--- src/include/doag_params.svh ---
// constants of the data operand address generator: offsets, fields, resets
//----------------------------------------------------------------------------
// Contract
// - inherent instructions compute no data-memory address at all
// - literal taken from the opcode; call/jump carry a 20-bit target
// - byte and bit instructions use opcode low byte as file address
// - access bit 1: bank select register joins the 8-bit address
// - access bit 0: bank select ignored, address lands in access bank
// - full-address move uses both 12-bit addresses unmodified
// - destination bit 1 writes the file register, 0 the working register
// - without destination bit the opcode fixes the implicit destination
// - pointers are special function registers, writable by instructions
// - virtual operands post-inc, post-dec, pre-inc or offset a pointer
// - extended set adds eight two-word instructions, decoded like others
// - in extended mode first and second pointers behave as in core mode
// - indexed offset only when access bit 0 and address at most 5Fh
// - indexed offset adds unsigned file address to third pointer
// - access bit 1 or address 60h and above stay direct in extended mode
// - inherent and literal instructions unchanged by the extended set
// - program memory addressing identical with or without extended set
// - data space size, linear map and register placement unchanged
`ifndef DOAG_PARAMS_SVH
`define DOAG_PARAMS_SVH
`define DOAG_ADDR_W     12
`define DOAG_TGT_W      20
`define DOAG_NPTR       3
`define DOAG_OP_D_BIT   9
`define DOAG_OP_A_BIT   8
`define DOAG_ACC_SPLIT  8'h80
`define DOAG_ACC_LO     4'h0
`define DOAG_ACC_HI     4'hF
`define DOAG_IDX_MAX    8'h5F
`define DOAG_IDX_PTR    2
// virtual operands and pointer bytes: address = {tag, pointer, kind}
`define DOAG_VOP_TAG    7'h7E
`define DOAG_VK_INDIRECT_OPERAND    3'h0
`define DOAG_VK_POSTINC 3'h1
`define DOAG_VK_POSTDEC 3'h2
`define DOAG_VK_PREINC  3'h3
`define DOAG_VK_PLUSW   3'h4
`define DOAG_VK_PTR_LO  3'h5
`define DOAG_VK_PTR_HI  3'h6
`define DOAG_WORKING_REGISTER_ALIAS_ADDR  12'hFD8
`define DOAG_BSR_ADDR   12'hFD9
// register bus byte offsets
`define DOAG_APB_CTRL   12'h000
`define DOAG_APB_BSR    12'h004
`define DOAG_APB_WORKING_REGISTER_ALIAS   12'h008
`define DOAG_APB_PTR0   12'h00C
`define DOAG_APB_PTR1   12'h010
`define DOAG_APB_PTR2   12'h014
`define DOAG_APB_STAT   12'h018
`define DOAG_CTRL_XEN   0
// reset values
`define DOAG_XEN_RST    1'b0
`define DOAG_BSR_RST    4'h0
`define DOAG_WORKING_REGISTER_ALIAS_RST   8'h00
`define DOAG_PTR_RST    12'h000
`endif

--- src/include/doag_pkg.sv ---
// shared types and address helper of the operand address generator
`include "doag_params.svh"
`default_nettype none
package doag_pkg;
  typedef enum logic [2:0] {
    CL_INHERENT = 3'b000,
    CL_LITERAL  = 3'b001,
    CL_BYTE     = 3'b010,
    CL_BIT      = 3'b011,
    CL_MOVE     = 3'b100,
    CL_CONTROL  = 3'b101
  } doag_class_e;
  typedef enum logic [2:0] {
    MD_NONE     = 3'b000,
    MD_LITERAL  = 3'b001,
    MD_BANKED   = 3'b010,
    MD_ACCESS   = 3'b011,
    MD_FULL     = 3'b100,
    MD_INDIRECT = 3'b101,
    MD_INDEXED  = 3'b110
  } doag_mode_e;
  typedef logic [`DOAG_NPTR-1:0][`DOAG_ADDR_W-1:0] doag_ptrs_t;
  typedef struct packed {
    doag_ptrs_t ptr;
  } doag_ptr_s;
  typedef struct packed {
    logic                    xen;
    logic [3:0]              bank_select_register;
    logic [7:0]              working_register_alias;
    logic                    res_valid;
    doag_mode_e              mode;
    logic                    mem;
    logic [`DOAG_ADDR_W-1:0] src;
    logic [`DOAG_ADDR_W-1:0] dst;
    logic                    dst_w;
    logic [7:0]              lit;
    logic [`DOAG_TGT_W-1:0]  tgt;
    logic                    tgt_vld;
    logic [7:0]              rd_data;
    logic [15:0]             op_cnt;
  } doag_core_s;
  function automatic logic [`DOAG_ADDR_W-1:0] doag_vaddr(
    input logic [1:0] idx,
    input logic [2:0] kind);
    return {`DOAG_VOP_TAG, idx, kind};
  endfunction
endpackage
`default_nettype wire

--- src/core/doag_ptr_bank.sv ---
// pointer registers with bus, special-register and auto-update write paths
`include "doag_params.svh"
`default_nettype none
module doag_ptr_bank (
  // clock and reset
  input  wire logic                    sys_clk_in,
  input  wire logic                    sys_rst_in,
  // register bus write
  input  wire logic                    bus_wr_in,
  input  wire logic [1:0]              bus_idx_in,
  input  wire logic [`DOAG_ADDR_W-1:0] bus_data_in,
  // data-side special register write
  input  wire logic                    sfr_wr_in,
  input  wire logic [`DOAG_ADDR_W-1:0] sfr_addr_in,
  input  wire logic [7:0]              sfr_data_in,
  // automatic update from a virtual operand access
  input  wire logic                    upd_en_in,
  input  wire logic [1:0]              upd_idx_in,
  input  wire logic [`DOAG_ADDR_W-1:0] upd_val_in,
  // pointer values
  output doag_pkg::doag_ptrs_t         ptr_out
);
  doag_pkg::doag_ptr_s st_r;
  doag_pkg::doag_ptr_s st_nxt;

  // later writes win: the update of the running access is the newest intent
  always_comb begin
    st_nxt = st_r;
    for (int i = 0; i < `DOAG_NPTR; i++) begin
      if (bus_wr_in && bus_idx_in == 2'(i))
        st_nxt.ptr[i] = bus_data_in;
      if (sfr_wr_in && sfr_addr_in ==
          doag_pkg::doag_vaddr(2'(i), `DOAG_VK_PTR_LO))
        st_nxt.ptr[i][7:0] = sfr_data_in;
      if (sfr_wr_in && sfr_addr_in ==
          doag_pkg::doag_vaddr(2'(i), `DOAG_VK_PTR_HI))
        st_nxt.ptr[i][11:8] = sfr_data_in[3:0];
      if (upd_en_in && upd_idx_in == 2'(i))
        st_nxt.ptr[i] = upd_val_in;
    end
  end

  always_ff @(posedge sys_clk_in) begin
    if (sys_rst_in)
      st_r <= '{ptr: {`DOAG_NPTR{`DOAG_PTR_RST}}};
    else
      st_r <= st_nxt;
  end

  assign ptr_out = st_r.ptr;
endmodule
`default_nettype wire

--- src/core/doag_ind_resolve.sv ---
// maps a virtual operand address onto a pointer and its update
`include "doag_params.svh"
`default_nettype none
module doag_ind_resolve (
  // address to resolve and operands
  input  wire logic [`DOAG_ADDR_W-1:0] addr_in,
  input  wire doag_pkg::doag_ptrs_t    ptr_in,
  input  wire logic [7:0]              working_register_alias_in,
  // resolved access
  output logic [`DOAG_ADDR_W-1:0]      addr_out,
  output logic                         hit_out,
  // pointer update request
  output logic                         upd_out,
  output logic [1:0]                   idx_out,
  output logic [`DOAG_ADDR_W-1:0]      upd_val_out
);
  logic [2:0]              kind;
  logic [`DOAG_ADDR_W-1:0] cur;
  logic [`DOAG_ADDR_W-1:0] inc;

  always_comb begin
    kind        = addr_in[2:0];
    idx_out     = addr_in[4:3];
    cur         = (idx_out < 2'(`DOAG_NPTR)) ? ptr_in[idx_out] : '0;
    inc         = cur + 12'h001;
    hit_out     = addr_in[11:5] == `DOAG_VOP_TAG &&
                  idx_out < 2'(`DOAG_NPTR) && kind <= `DOAG_VK_PLUSW;
    addr_out    = addr_in;
    upd_out     = 1'b0;
    upd_val_out = cur;
    if (hit_out) begin
      case (kind)
        `DOAG_VK_POSTINC: begin
          addr_out    = cur;
          upd_out     = 1'b1;
          upd_val_out = inc;
        end
        `DOAG_VK_POSTDEC: begin
          addr_out    = cur;
          upd_out     = 1'b1;
          upd_val_out = cur - 12'h001;
        end
        `DOAG_VK_PREINC: begin
          addr_out    = inc;
          upd_out     = 1'b1;
          upd_val_out = inc;
        end
        `DOAG_VK_PLUSW:
          addr_out = cur + {{4{working_register_alias_in[7]}}, working_register_alias_in};
        default:
          addr_out = cur;
      endcase
    end
  end
endmodule
`default_nettype wire

--- src/core/doag_top.sv ---
// operand address generator: decode, banking, indexing, pointers, apb
//
// The implementer's own choices: the address map and register access over APB.
`include "doag_params.svh"
`default_nettype none
module doag_top (
  // clock and reset
  input  wire logic                    sys_clk_in,
  input  wire logic                    sys_rst_in,
  // apb slave
  input  wire logic                    apb_psel_in,
  input  wire logic                    apb_penable_in,
  input  wire logic                    apb_pwrite_in,
  input  wire logic [11:0]             apb_paddr_in,
  input  wire logic [31:0]             apb_pwdata_in,
  output logic [31:0]                  apb_prdata_out,
  output logic                         apb_pready_out,
  output logic                         apb_pslverr_out,
  // instruction decoder request
  input  wire logic                    op_valid_in,
  input  wire doag_pkg::doag_class_e   op_class_in,
  input  wire logic [15:0]             op_word_in,
  input  wire logic [15:0]             op_word2_in,
  input  wire logic                    op_dest_w_in,
  // special register access from the data path
  input  wire logic                    sfr_wr_in,
  input  wire logic [`DOAG_ADDR_W-1:0] sfr_addr_in,
  input  wire logic [7:0]              sfr_data_in,
  input  wire logic [`DOAG_ADDR_W-1:0] sfr_rd_addr_in,
  output logic [7:0]                   sfr_rd_data_out,
  // resolved operand
  output logic                         res_valid_out,
  output doag_pkg::doag_mode_e         res_mode_out,
  output logic                         res_mem_out,
  output logic [`DOAG_ADDR_W-1:0]      res_src_addr_out,
  output logic [`DOAG_ADDR_W-1:0]      res_dst_addr_out,
  output logic                         res_dst_w_out,
  output logic [7:0]                   res_lit_out,
  output logic [`DOAG_TGT_W-1:0]       res_tgt_out,
  output logic                         res_tgt_valid_out,
  // configuration state
  output logic                         xen_out
);
  //--------------------------------------------------------------------------
  // decode helpers
  //--------------------------------------------------------------------------
  function automatic logic [`DOAG_ADDR_W-1:0] doag_direct(
    input logic       a,
    input logic [7:0] f,
    input logic [3:0] bank_select_register);
    if (a)
      return {bank_select_register, f};
    else if (f < `DOAG_ACC_SPLIT)
      return {`DOAG_ACC_LO, f};
    else
      return {`DOAG_ACC_HI, f};
  endfunction

  // returns {hit, register index}
  function automatic logic [3:0] doag_apb_sel(input logic [11:0] addr);
    if (addr == `DOAG_APB_CTRL)
      return {1'b1, 3'h0};
    else if (addr == `DOAG_APB_BSR)
      return {1'b1, 3'h1};
    else if (addr == `DOAG_APB_WORKING_REGISTER_ALIAS)
      return {1'b1, 3'h2};
    else if (addr == `DOAG_APB_PTR0)
      return {1'b1, 3'h3};
    else if (addr == `DOAG_APB_PTR1)
      return {1'b1, 3'h4};
    else if (addr == `DOAG_APB_PTR2)
      return {1'b1, 3'h5};
    else if (addr == `DOAG_APB_STAT)
      return {1'b1, 3'h6};
    else
      return 4'h0;
  endfunction

  //--------------------------------------------------------------------------
  // state and wires
  //--------------------------------------------------------------------------
  doag_pkg::doag_core_s    st_r;
  doag_pkg::doag_core_s    st_nxt;
  doag_pkg::doag_ptrs_t    ptr_w;
  logic [7:0]              f;
  logic                    a_bit;
  logic                    d_bit;
  logic                    is_fo;
  logic                    idx_md;
  logic [`DOAG_ADDR_W-1:0] base_addr;
  logic [`DOAG_ADDR_W-1:0] fo_addr;
  doag_pkg::doag_mode_e    fo_mode;
  logic [`DOAG_ADDR_W-1:0] rs_addr;
  logic                    rs_hit;
  logic                    rs_upd;
  logic [1:0]              rs_idx;
  logic [`DOAG_ADDR_W-1:0] rs_val;
  logic                    upd_en;
  logic [3:0]              wr_sel;
  logic [3:0]              rd_sel;
  logic                    apb_acc;
  logic                    apb_wr;
  logic                    ptr_bus_wr;

  //--------------------------------------------------------------------------
  // file-operand address forming
  //--------------------------------------------------------------------------
  always_comb begin
    f      = op_word_in[7:0];
    a_bit  = op_word_in[`DOAG_OP_A_BIT];
    d_bit  = op_word_in[`DOAG_OP_D_BIT];
    is_fo  = op_valid_in &&
             (op_class_in == doag_pkg::CL_BYTE ||
              op_class_in == doag_pkg::CL_BIT);
    // only the third pointer gains the indexed form in extended mode
    idx_md = is_fo && st_r.xen && !a_bit && f <= `DOAG_IDX_MAX;
    if (idx_md)
      base_addr = ptr_w[`DOAG_IDX_PTR] + {4'h0, f};
    else
      base_addr = doag_direct(a_bit, f, st_r.bank_select_register);
    fo_addr = idx_md ? base_addr : rs_addr;
    if (idx_md)
      fo_mode = doag_pkg::MD_INDEXED;
    else if (rs_hit)
      fo_mode = doag_pkg::MD_INDIRECT;
    else if (a_bit)
      fo_mode = doag_pkg::MD_BANKED;
    else
      fo_mode = doag_pkg::MD_ACCESS;
    // the first two pointers resolve the same way in either mode
    upd_en = is_fo && !idx_md && rs_upd;
  end

  doag_ind_resolve u_resolve (
    .addr_in     (base_addr),
    .ptr_in      (ptr_w),
    .working_register_alias_in     (st_r.working_register_alias),
    .addr_out    (rs_addr),
    .hit_out     (rs_hit),
    .upd_out     (rs_upd),
    .idx_out     (rs_idx),
    .upd_val_out (rs_val)
  );

  //--------------------------------------------------------------------------
  // apb decode
  //--------------------------------------------------------------------------
  always_comb begin
    apb_acc    = apb_psel_in && apb_penable_in;
    wr_sel     = doag_apb_sel(apb_paddr_in);
    rd_sel     = wr_sel;
    apb_wr     = apb_acc && apb_pwrite_in && wr_sel[3];
    ptr_bus_wr = apb_wr && wr_sel[2:0] >= 3'h3 && wr_sel[2:0] <= 3'h5;
    apb_prdata_out = 32'h0000_0000;
    if (rd_sel[3]) begin
      case (rd_sel[2:0])
        3'h0: apb_prdata_out = {31'h0000_0000, st_r.xen};
        3'h1: apb_prdata_out = {28'h000_0000, st_r.bank_select_register};
        3'h2: apb_prdata_out = {24'h00_0000, st_r.working_register_alias};
        3'h3: apb_prdata_out = {20'h0_0000, ptr_w[0]};
        3'h4: apb_prdata_out = {20'h0_0000, ptr_w[1]};
        3'h5: apb_prdata_out = {20'h0_0000, ptr_w[2]};
        3'h6: apb_prdata_out = {st_r.op_cnt, 13'h0000, st_r.mode};
        default: apb_prdata_out = 32'h0000_0000;
      endcase
    end
  end

  // zero wait states: every access completes in its first access cycle
  assign apb_pready_out  = 1'b1;
  assign apb_pslverr_out = apb_acc && !wr_sel[3];

  doag_ptr_bank u_ptrs (
    .sys_clk_in  (sys_clk_in),
    .sys_rst_in  (sys_rst_in),
    .bus_wr_in   (ptr_bus_wr),
    .bus_idx_in  (2'(wr_sel[2:0] - 3'h3)),
    .bus_data_in (apb_pwdata_in[`DOAG_ADDR_W-1:0]),
    .sfr_wr_in   (sfr_wr_in),
    .sfr_addr_in (sfr_addr_in),
    .sfr_data_in (sfr_data_in),
    .upd_en_in   (upd_en),
    .upd_idx_in  (rs_idx),
    .upd_val_in  (rs_val),
    .ptr_out     (ptr_w)
  );

  //--------------------------------------------------------------------------
  // operand result and configuration state
  //--------------------------------------------------------------------------
  always_comb begin
    st_nxt           = st_r;
    st_nxt.res_valid = op_valid_in;
    st_nxt.tgt_vld   = 1'b0;
    if (apb_wr && wr_sel[2:0] == 3'h0)
      st_nxt.xen = apb_pwdata_in[`DOAG_CTRL_XEN];
    if (apb_wr && wr_sel[2:0] == 3'h1)
      st_nxt.bank_select_register = apb_pwdata_in[3:0];
    if (apb_wr && wr_sel[2:0] == 3'h2)
      st_nxt.working_register_alias = apb_pwdata_in[7:0];
    if (sfr_wr_in && sfr_addr_in == `DOAG_BSR_ADDR)
      st_nxt.bank_select_register = sfr_data_in[3:0];
    if (sfr_wr_in && sfr_addr_in == `DOAG_WORKING_REGISTER_ALIAS_ADDR)
      st_nxt.working_register_alias = sfr_data_in;
    if (op_valid_in) begin
      st_nxt.op_cnt = st_r.op_cnt + 16'h0001;
      st_nxt.mem    = 1'b0;
      st_nxt.dst_w  = op_dest_w_in;
      case (op_class_in)
        doag_pkg::CL_INHERENT:
          st_nxt.mode = doag_pkg::MD_NONE;
        doag_pkg::CL_LITERAL: begin
          st_nxt.mode = doag_pkg::MD_LITERAL;
          st_nxt.lit  = op_word_in[7:0];
        end
        doag_pkg::CL_CONTROL: begin
          // program targets never pass the data-side banking logic
          st_nxt.mode    = doag_pkg::MD_LITERAL;
          st_nxt.tgt     = {op_word2_in[11:0], op_word_in[7:0]};
          st_nxt.tgt_vld = 1'b1;
        end
        doag_pkg::CL_MOVE: begin
          st_nxt.mode  = doag_pkg::MD_FULL;
          st_nxt.mem   = 1'b1;
          st_nxt.src   = op_word_in[11:0];
          st_nxt.dst   = op_word2_in[11:0];
          st_nxt.dst_w = 1'b0;
        end
        doag_pkg::CL_BYTE: begin
          st_nxt.mode  = fo_mode;
          st_nxt.mem   = 1'b1;
          st_nxt.src   = fo_addr;
          st_nxt.dst   = fo_addr;
          st_nxt.dst_w = !d_bit;
        end
        doag_pkg::CL_BIT: begin
          st_nxt.mode  = fo_mode;
          st_nxt.mem   = 1'b1;
          st_nxt.src   = fo_addr;
          st_nxt.dst   = fo_addr;
          st_nxt.dst_w = 1'b0;
        end
        default:
          st_nxt.mode = doag_pkg::MD_NONE;
      endcase
    end
    if (sfr_rd_addr_in == `DOAG_WORKING_REGISTER_ALIAS_ADDR)
      st_nxt.rd_data = st_r.working_register_alias;
    else if (sfr_rd_addr_in == `DOAG_BSR_ADDR)
      st_nxt.rd_data = {4'h0, st_r.bank_select_register};
    else if (sfr_rd_addr_in[11:5] == `DOAG_VOP_TAG &&
             sfr_rd_addr_in[4:3] < 2'(`DOAG_NPTR) &&
             sfr_rd_addr_in[2:0] == `DOAG_VK_PTR_LO)
      st_nxt.rd_data = ptr_w[sfr_rd_addr_in[4:3]][7:0];
    else if (sfr_rd_addr_in[11:5] == `DOAG_VOP_TAG &&
             sfr_rd_addr_in[4:3] < 2'(`DOAG_NPTR) &&
             sfr_rd_addr_in[2:0] == `DOAG_VK_PTR_HI)
      st_nxt.rd_data = {4'h0, ptr_w[sfr_rd_addr_in[4:3]][11:8]};
    else
      st_nxt.rd_data = 8'h00;
  end

  always_ff @(posedge sys_clk_in) begin
    if (sys_rst_in) begin
      st_r      <= '0;
      st_r.xen  <= `DOAG_XEN_RST;
      st_r.bank_select_register  <= `DOAG_BSR_RST;
      st_r.working_register_alias <= `DOAG_WORKING_REGISTER_ALIAS_RST;
    end else begin
      st_r <= st_nxt;
    end
  end

  assign res_valid_out     = st_r.res_valid;
  assign res_mode_out      = st_r.mode;
  assign res_mem_out       = st_r.mem;
  assign res_src_addr_out  = st_r.src;
  assign res_dst_addr_out  = st_r.dst;
  assign res_dst_w_out     = st_r.dst_w;
  assign res_lit_out       = st_r.lit;
  assign res_tgt_out       = st_r.tgt;
  assign res_tgt_valid_out = st_r.tgt_vld;
  assign sfr_rd_data_out   = st_r.rd_data;
  assign xen_out           = st_r.xen;
endmodule
`default_nettype wire

--- config.mk ---
export PLATFORM = sky130hd
export DESIGN_NAME = doag_top
export DESIGN_NICKNAME = d
export VERILOG_FILES = /design/src/include/doag_pkg.sv /design/src/core/doag_ptr_bank.sv /design/src/core/doag_ind_resolve.sv /design/src/core/doag_top.sv
export VERILOG_INCLUDE_DIRS = /design/src /design/src/include
export SDC_FILE = /design/constraint.sdc
export NUM_CORES = 1
export LEC_CHECK = 0
export BUFFER_PORTS_ARGS = -buffer_cell sky130_fd_sc_hd__buf_2
export CORE_ASPECT_RATIO = 1.5
export CORE_MARGIN = 3
export CORE_UTILIZATION = 51
export DETAILED_ROUTE_END_ITERATION = 7
export HOLD_SLACK_MARGIN = 0.06
export PLACE_DENSITY = 0.78
export SYNTH_ARGS = -nofsm -noshare
export SYNTH_HDL_FRONTEND = slang
export SYNTH_HIERARCHICAL = 1
export SYNTH_SLANG_ARGS = --single-unit
export TNS_END_PERCENT = 10
--- constraint.sdc ---
create_clock -name sys_clk_in -period 5.26 [get_ports sys_clk_in]
set_input_delay 1.052 -clock sys_clk_in [delete_from_list [all_inputs] [get_ports sys_clk_in]]
set_output_delay 1.052 -clock sys_clk_in [all_outputs]
set_load 0.005 [all_outputs]
==> results by group <==
Floorplanning
  – Core region area: 19900 um2
  – Number of placement rows: 63
  – Floorplan die height: about 180 um
  – Horizontal die dimension: ~120 um
  – Initial Util: 52.3%
  – I/O Pins: 221
  – Die Outline Area: 22100 um2

Power
  – Leakage component of the power: approximately 5.3 nW
  – Power density over the cells: 211 nW/um2
  – Total chip power: roughly 2.6 mW
  – Peak supply drop: approximately 190 uV

Timing
  – Max Clock Skew: roughly 0.008 ns
  – Number of setup violations in the final report: 0
  – Number of slew-limit violations in the final report: 0
  – Worst Hold Margin: 0.452 ns
  – Worst-margin pin slew: 1.23 ns
  – Max-Slew Margin vs Limit: between 10% and 20%
  – Setup repair after global routing missed its margin: no
  – Post-layout min period: 5.00 ns
  – Fin crit share: 95.0%
  – Top achievable clock speed: 0.200 GHz
  – Number of failing hold endpoints at the final stage: 0

Worst hold path
  – WHS Path Cells: 2
  – Worst min-delay path class: reg -> reg
  – Min-Delay Endpoint: res_tgt_out[2]
  – Worst Min Path Start: res_tgt_out[2]

Yosys
  – Synth area leaders: sky130_fd_sc_hd__dfxtp_1 25%, sky130_fd_sc_hd__nor2_1 7.0%, sky130_fd_sc_hd__mux2i_1 5.9%
  – Yosys top cell area share: roughly a quarter
  – Warnings, synthesis: 6
  – Cell type contributing the most total cell area after synthesis: sky130_fd_sc_hd__dfxtp_1
  – Post-synth EDFFs: 0
  – Sequential cell area fraction in the yosys report: between 20 and 30%
  – Cells after Synth: 1348
  – Number of synthesized register bits: 132
  – Leading cell type by number of instances after synthesis: sky130_fd_sc_hd__nor2_1
  – Fraction of registers with async set/reset: 0%
  – Netlist Area Pre-Place: 10400 um2
  – Dominant synthesized flop cell: sky130_fd_sc_hd__dfxtp_1
  – Post-Syn Area per Cell: ~7.7 um2
  – Number of different library cells in the post-synthesis netlist: 97
  – Most used standard cells in the synthesized netlist: 194 x sky130_fd_sc_hd__nor2_1, 144 x sky130_fd_sc_hd__nand2_1, 132 x sky130_fd_sc_hd__dfxtp_1, 97 x sky130_fd_sc_hd__a21oi_1, 75 x sky130_fd_sc_hd__buf_4

Clocking
  – Clock transition at the register clock pins on the worst setup and hold paths after CTS: around 0.060 ns
  – Worst-Skew Late Latency: 0.43 ns
  – Maximum count of clock buffers along a single path: 2
  – Clock sink count: roughly 130
  – Resized Gates After CTS: 0
  – Number of setup buffers added after CTS: 0
  – Number of levels in the clock H-tree: 4
  – Cts-stage hold buffer count: 0
  – Clock tree from TritonCTS: done
  – Number of CTS-inserted buffers: 17
  – Root Buffer Master: sky130_fd_sc_hd__clkbuf_16

Route
  – Detailed Route WL: roughly 36000 um
  – # DRC: 0
  – Count of TritonRoute iterations in the first routing pass: 7
  – Routed via count: 10800
  – Routed len/inst: between 20 and 25 um
  – Violation count after the first detailed-routing iteration: a little under 900
  – Vias per cell: 6.03
  – DRT antenna net count: 0

Worst setup path
  – Reg-to-reg setup timing slack: 0.60 ns
  – Setup Crit Path Kind: in -> reg
  – Biggest cell delay along the critical path: 0.41 ns
  – Cells along the critical path: buf_2, ha_1, inv_1, fa_1, nand2b_1, a21oi_2, xor2_1, nand2_1, nand2_2, buf_4, mux2i_1, a2bb2oi_2, inv_2, buf_4, ha_1, a21oi_1, o211ai_1, a31oi_1, xor2_1, o21ai_0, o31a_1, a31oi_1, a311oi_1
  – Capturing point of the worst reg2reg path: res_src_addr_out[7]
  – R2R depth: 22
  – Capturing element type of the critical path: flop
  – Critical path's slowest cell: sky130_fd_sc_hd__o211ai_1
  – Launch instance of the worst register-to-register path: u_ptrs/ptr_out[24]
  – Req. time, crit path: about 5.6 ns
  – Type of origin of the critical path: primary input
  – Peak fanout along the critical path: 5
  – Worst endpoint data arrival time: roughly 5.3 ns

Global routing
  – GRT Util Overall: 31.9%
  – Maximum number of pins on one net before global-route repair: 83
  – Via count of the first global-routing pass: 10500
  – Residual overflow from global routing: 0
  – Number of antenna violations at the first check in global routing: 1
  – First-pass GRT wire length: about 55000 um

Layout
  – Net count reported at finish: 1668
  – Fill cells: 1810
  – Post-route core utilization: 61.8%
  – Area overhead of the layout relative to synthesis: 18.2%
  – Fraction of layout cells with a size suffix above 1: between 20% and 30%
  – Number of standard cells in the final layout excluding fillers: 1795

Status
  – Status: finished, final reports clean

Place
  – Half-perimeter wire length after detailed placement: 28600 um
  – Gp weighted congestion: 1.04
  – IO Port Bufs: ~190
  – Cell count after placement: 1762

Flow run
  – Max-Cap Viols: 0
## metal layers
layer  GRT usage, %  vias up  routed length (um)
met5              0        -                   0
li1               -     5117                   -
met1           34.5     5016               13000
met2           55.4      534               17900
met3           5.10      159                2570
met4           22.8        0                2930
## critical path: cells and delay by family
family | cells | cell delay (ns)
and+or+nand+nor | 3 | 0.44
adders and majority gates | 3 | 0.84
muxes | 1 | 0.22
xor gates and xnor gates | 2 | 0.32
AOI/OAI and AO/OA | 9 | 1.89
buffers and inverters | 5 | 0.54
## sequential cells by signal, summed over array words and instances, names as in the netlist
register	flops
res_mode_out	3
xen_out	1
res_src_addr_out	12
res_dst_w_out	1
st_r	28
u_ptrs/ptr_out	36
sfr_rd_data_out	8
res_valid_out	1
res_mem_out	1
res_tgt_out	20
res_dst_addr_out	12
res_tgt_valid_out	1
res_lit_out	8
## per-stage QoR
step	cell area (um2)	TNS, ns	worst slack (ns)
2_1_floorplan	10400	0	0.109
3_3_place_gp	11600	-0.483	-0.0938
3_5_place_dp	11600	-2.19	-0.176
4_1_cts	12300	0	0.244
5_1_grt	12300	0	0.00486
6_report	12300	0	0.265
## worst max-delay path by stage
stage / from / endpoint / slack, ns
2_1_floorplan: op_word_in[8] / res_src_addr_out[8] / 0.11
3_3_place_gp: op_word_in[0] / res_dst_addr_out[10] / -0.09
3_5_place_dp: op_word_in[0] / res_src_addr_out[10] / -0.18
4_1_cts: op_word_in[0] / res_src_addr_out[7] / 0.24
5_1_grt: op_word_in[0] / u_ptrs/ptr_out[0] / 0.005
6_report: op_word_in[0] / res_src_addr_out[7] / 0.26
## area by class of cell
cell class	instances	area (um2)	share of cell area, %
diodes	1	2.50	0.0204
clock buffers	18	439	3.58
clock inverters	14	188	1.53
inverters	42	160	1.30
multi-input cells	1022	6660	54.3
flip-flops and latches	132	2640	21.5
well taps	260	325	2.65
repair buffers	306	1860	15.1
## report_power, final
group	internal (mW)	total (mW)	switching [mW]
sequential	1.02	1.03	0.0119
combinational	0.122	0.292	0.170
clock	0.772	1.27	0.493
total	1.91	2.59	0.675
## placed cells by master (no fill, tap or decap), types with 6 or more instances in the layout
cell type                   count
sky130_fd_sc_hd__inv_6          6
sky130_fd_sc_hd__nand2_1      143
sky130_fd_sc_hd__nand3_1       23
sky130_fd_sc_hd__nor3b_1       10
sky130_fd_sc_hd__buf_2        186
sky130_fd_sc_hd__a211oi_1      21
sky130_fd_sc_hd__and3_1        24
sky130_fd_sc_hd__a31oi_1       21
sky130_fd_sc_hd__and2_1         8
sky130_fd_sc_hd__xor2_1        17
sky130_fd_sc_hd__or3_1          6
sky130_fd_sc_hd__o21ai_0       35
sky130_fd_sc_hd__clkbuf_16     17
sky130_fd_sc_hd__nand2b_1      31
sky130_fd_sc_hd__mux2i_1       61
sky130_fd_sc_hd__and4_1         7
sky130_fd_sc_hd__nor2b_1        9
sky130_fd_sc_hd__inv_1         36
sky130_fd_sc_hd__nand4_1       14
sky130_fd_sc_hd__xnor2_1       24
sky130_fd_sc_hd__ha_1          26
sky130_fd_sc_hd__a311oi_1       7
sky130_fd_sc_hd__mux2_2        18
sky130_fd_sc_hd__buf_4        118
sky130_fd_sc_hd__nor2_1       193
sky130_fd_sc_hd__a22oi_1       18
sky130_fd_sc_hd__dfxtp_1      132
sky130_fd_sc_hd__o32ai_1       19
sky130_fd_sc_hd__o211ai_1       9
sky130_fd_sc_hd__a32o_1        20
sky130_fd_sc_hd__nor3_1        18
sky130_fd_sc_hd__a21o_1         7
sky130_fd_sc_hd__a221oi_1      15
sky130_fd_sc_hd__a21oi_1       95
## cells by family after synthesis
group	Yosys count	share of synthesized area (%)
compound gates	327	22.7
mux	82	8.19
fa+ha+maj	28	3.52
buf+inv	197	10.7
flops	132	25.5
xor+xnor	41	3.46
simple gates	539	25.9
other cells	2	0.0723
(Power assumes the default switching activity.)
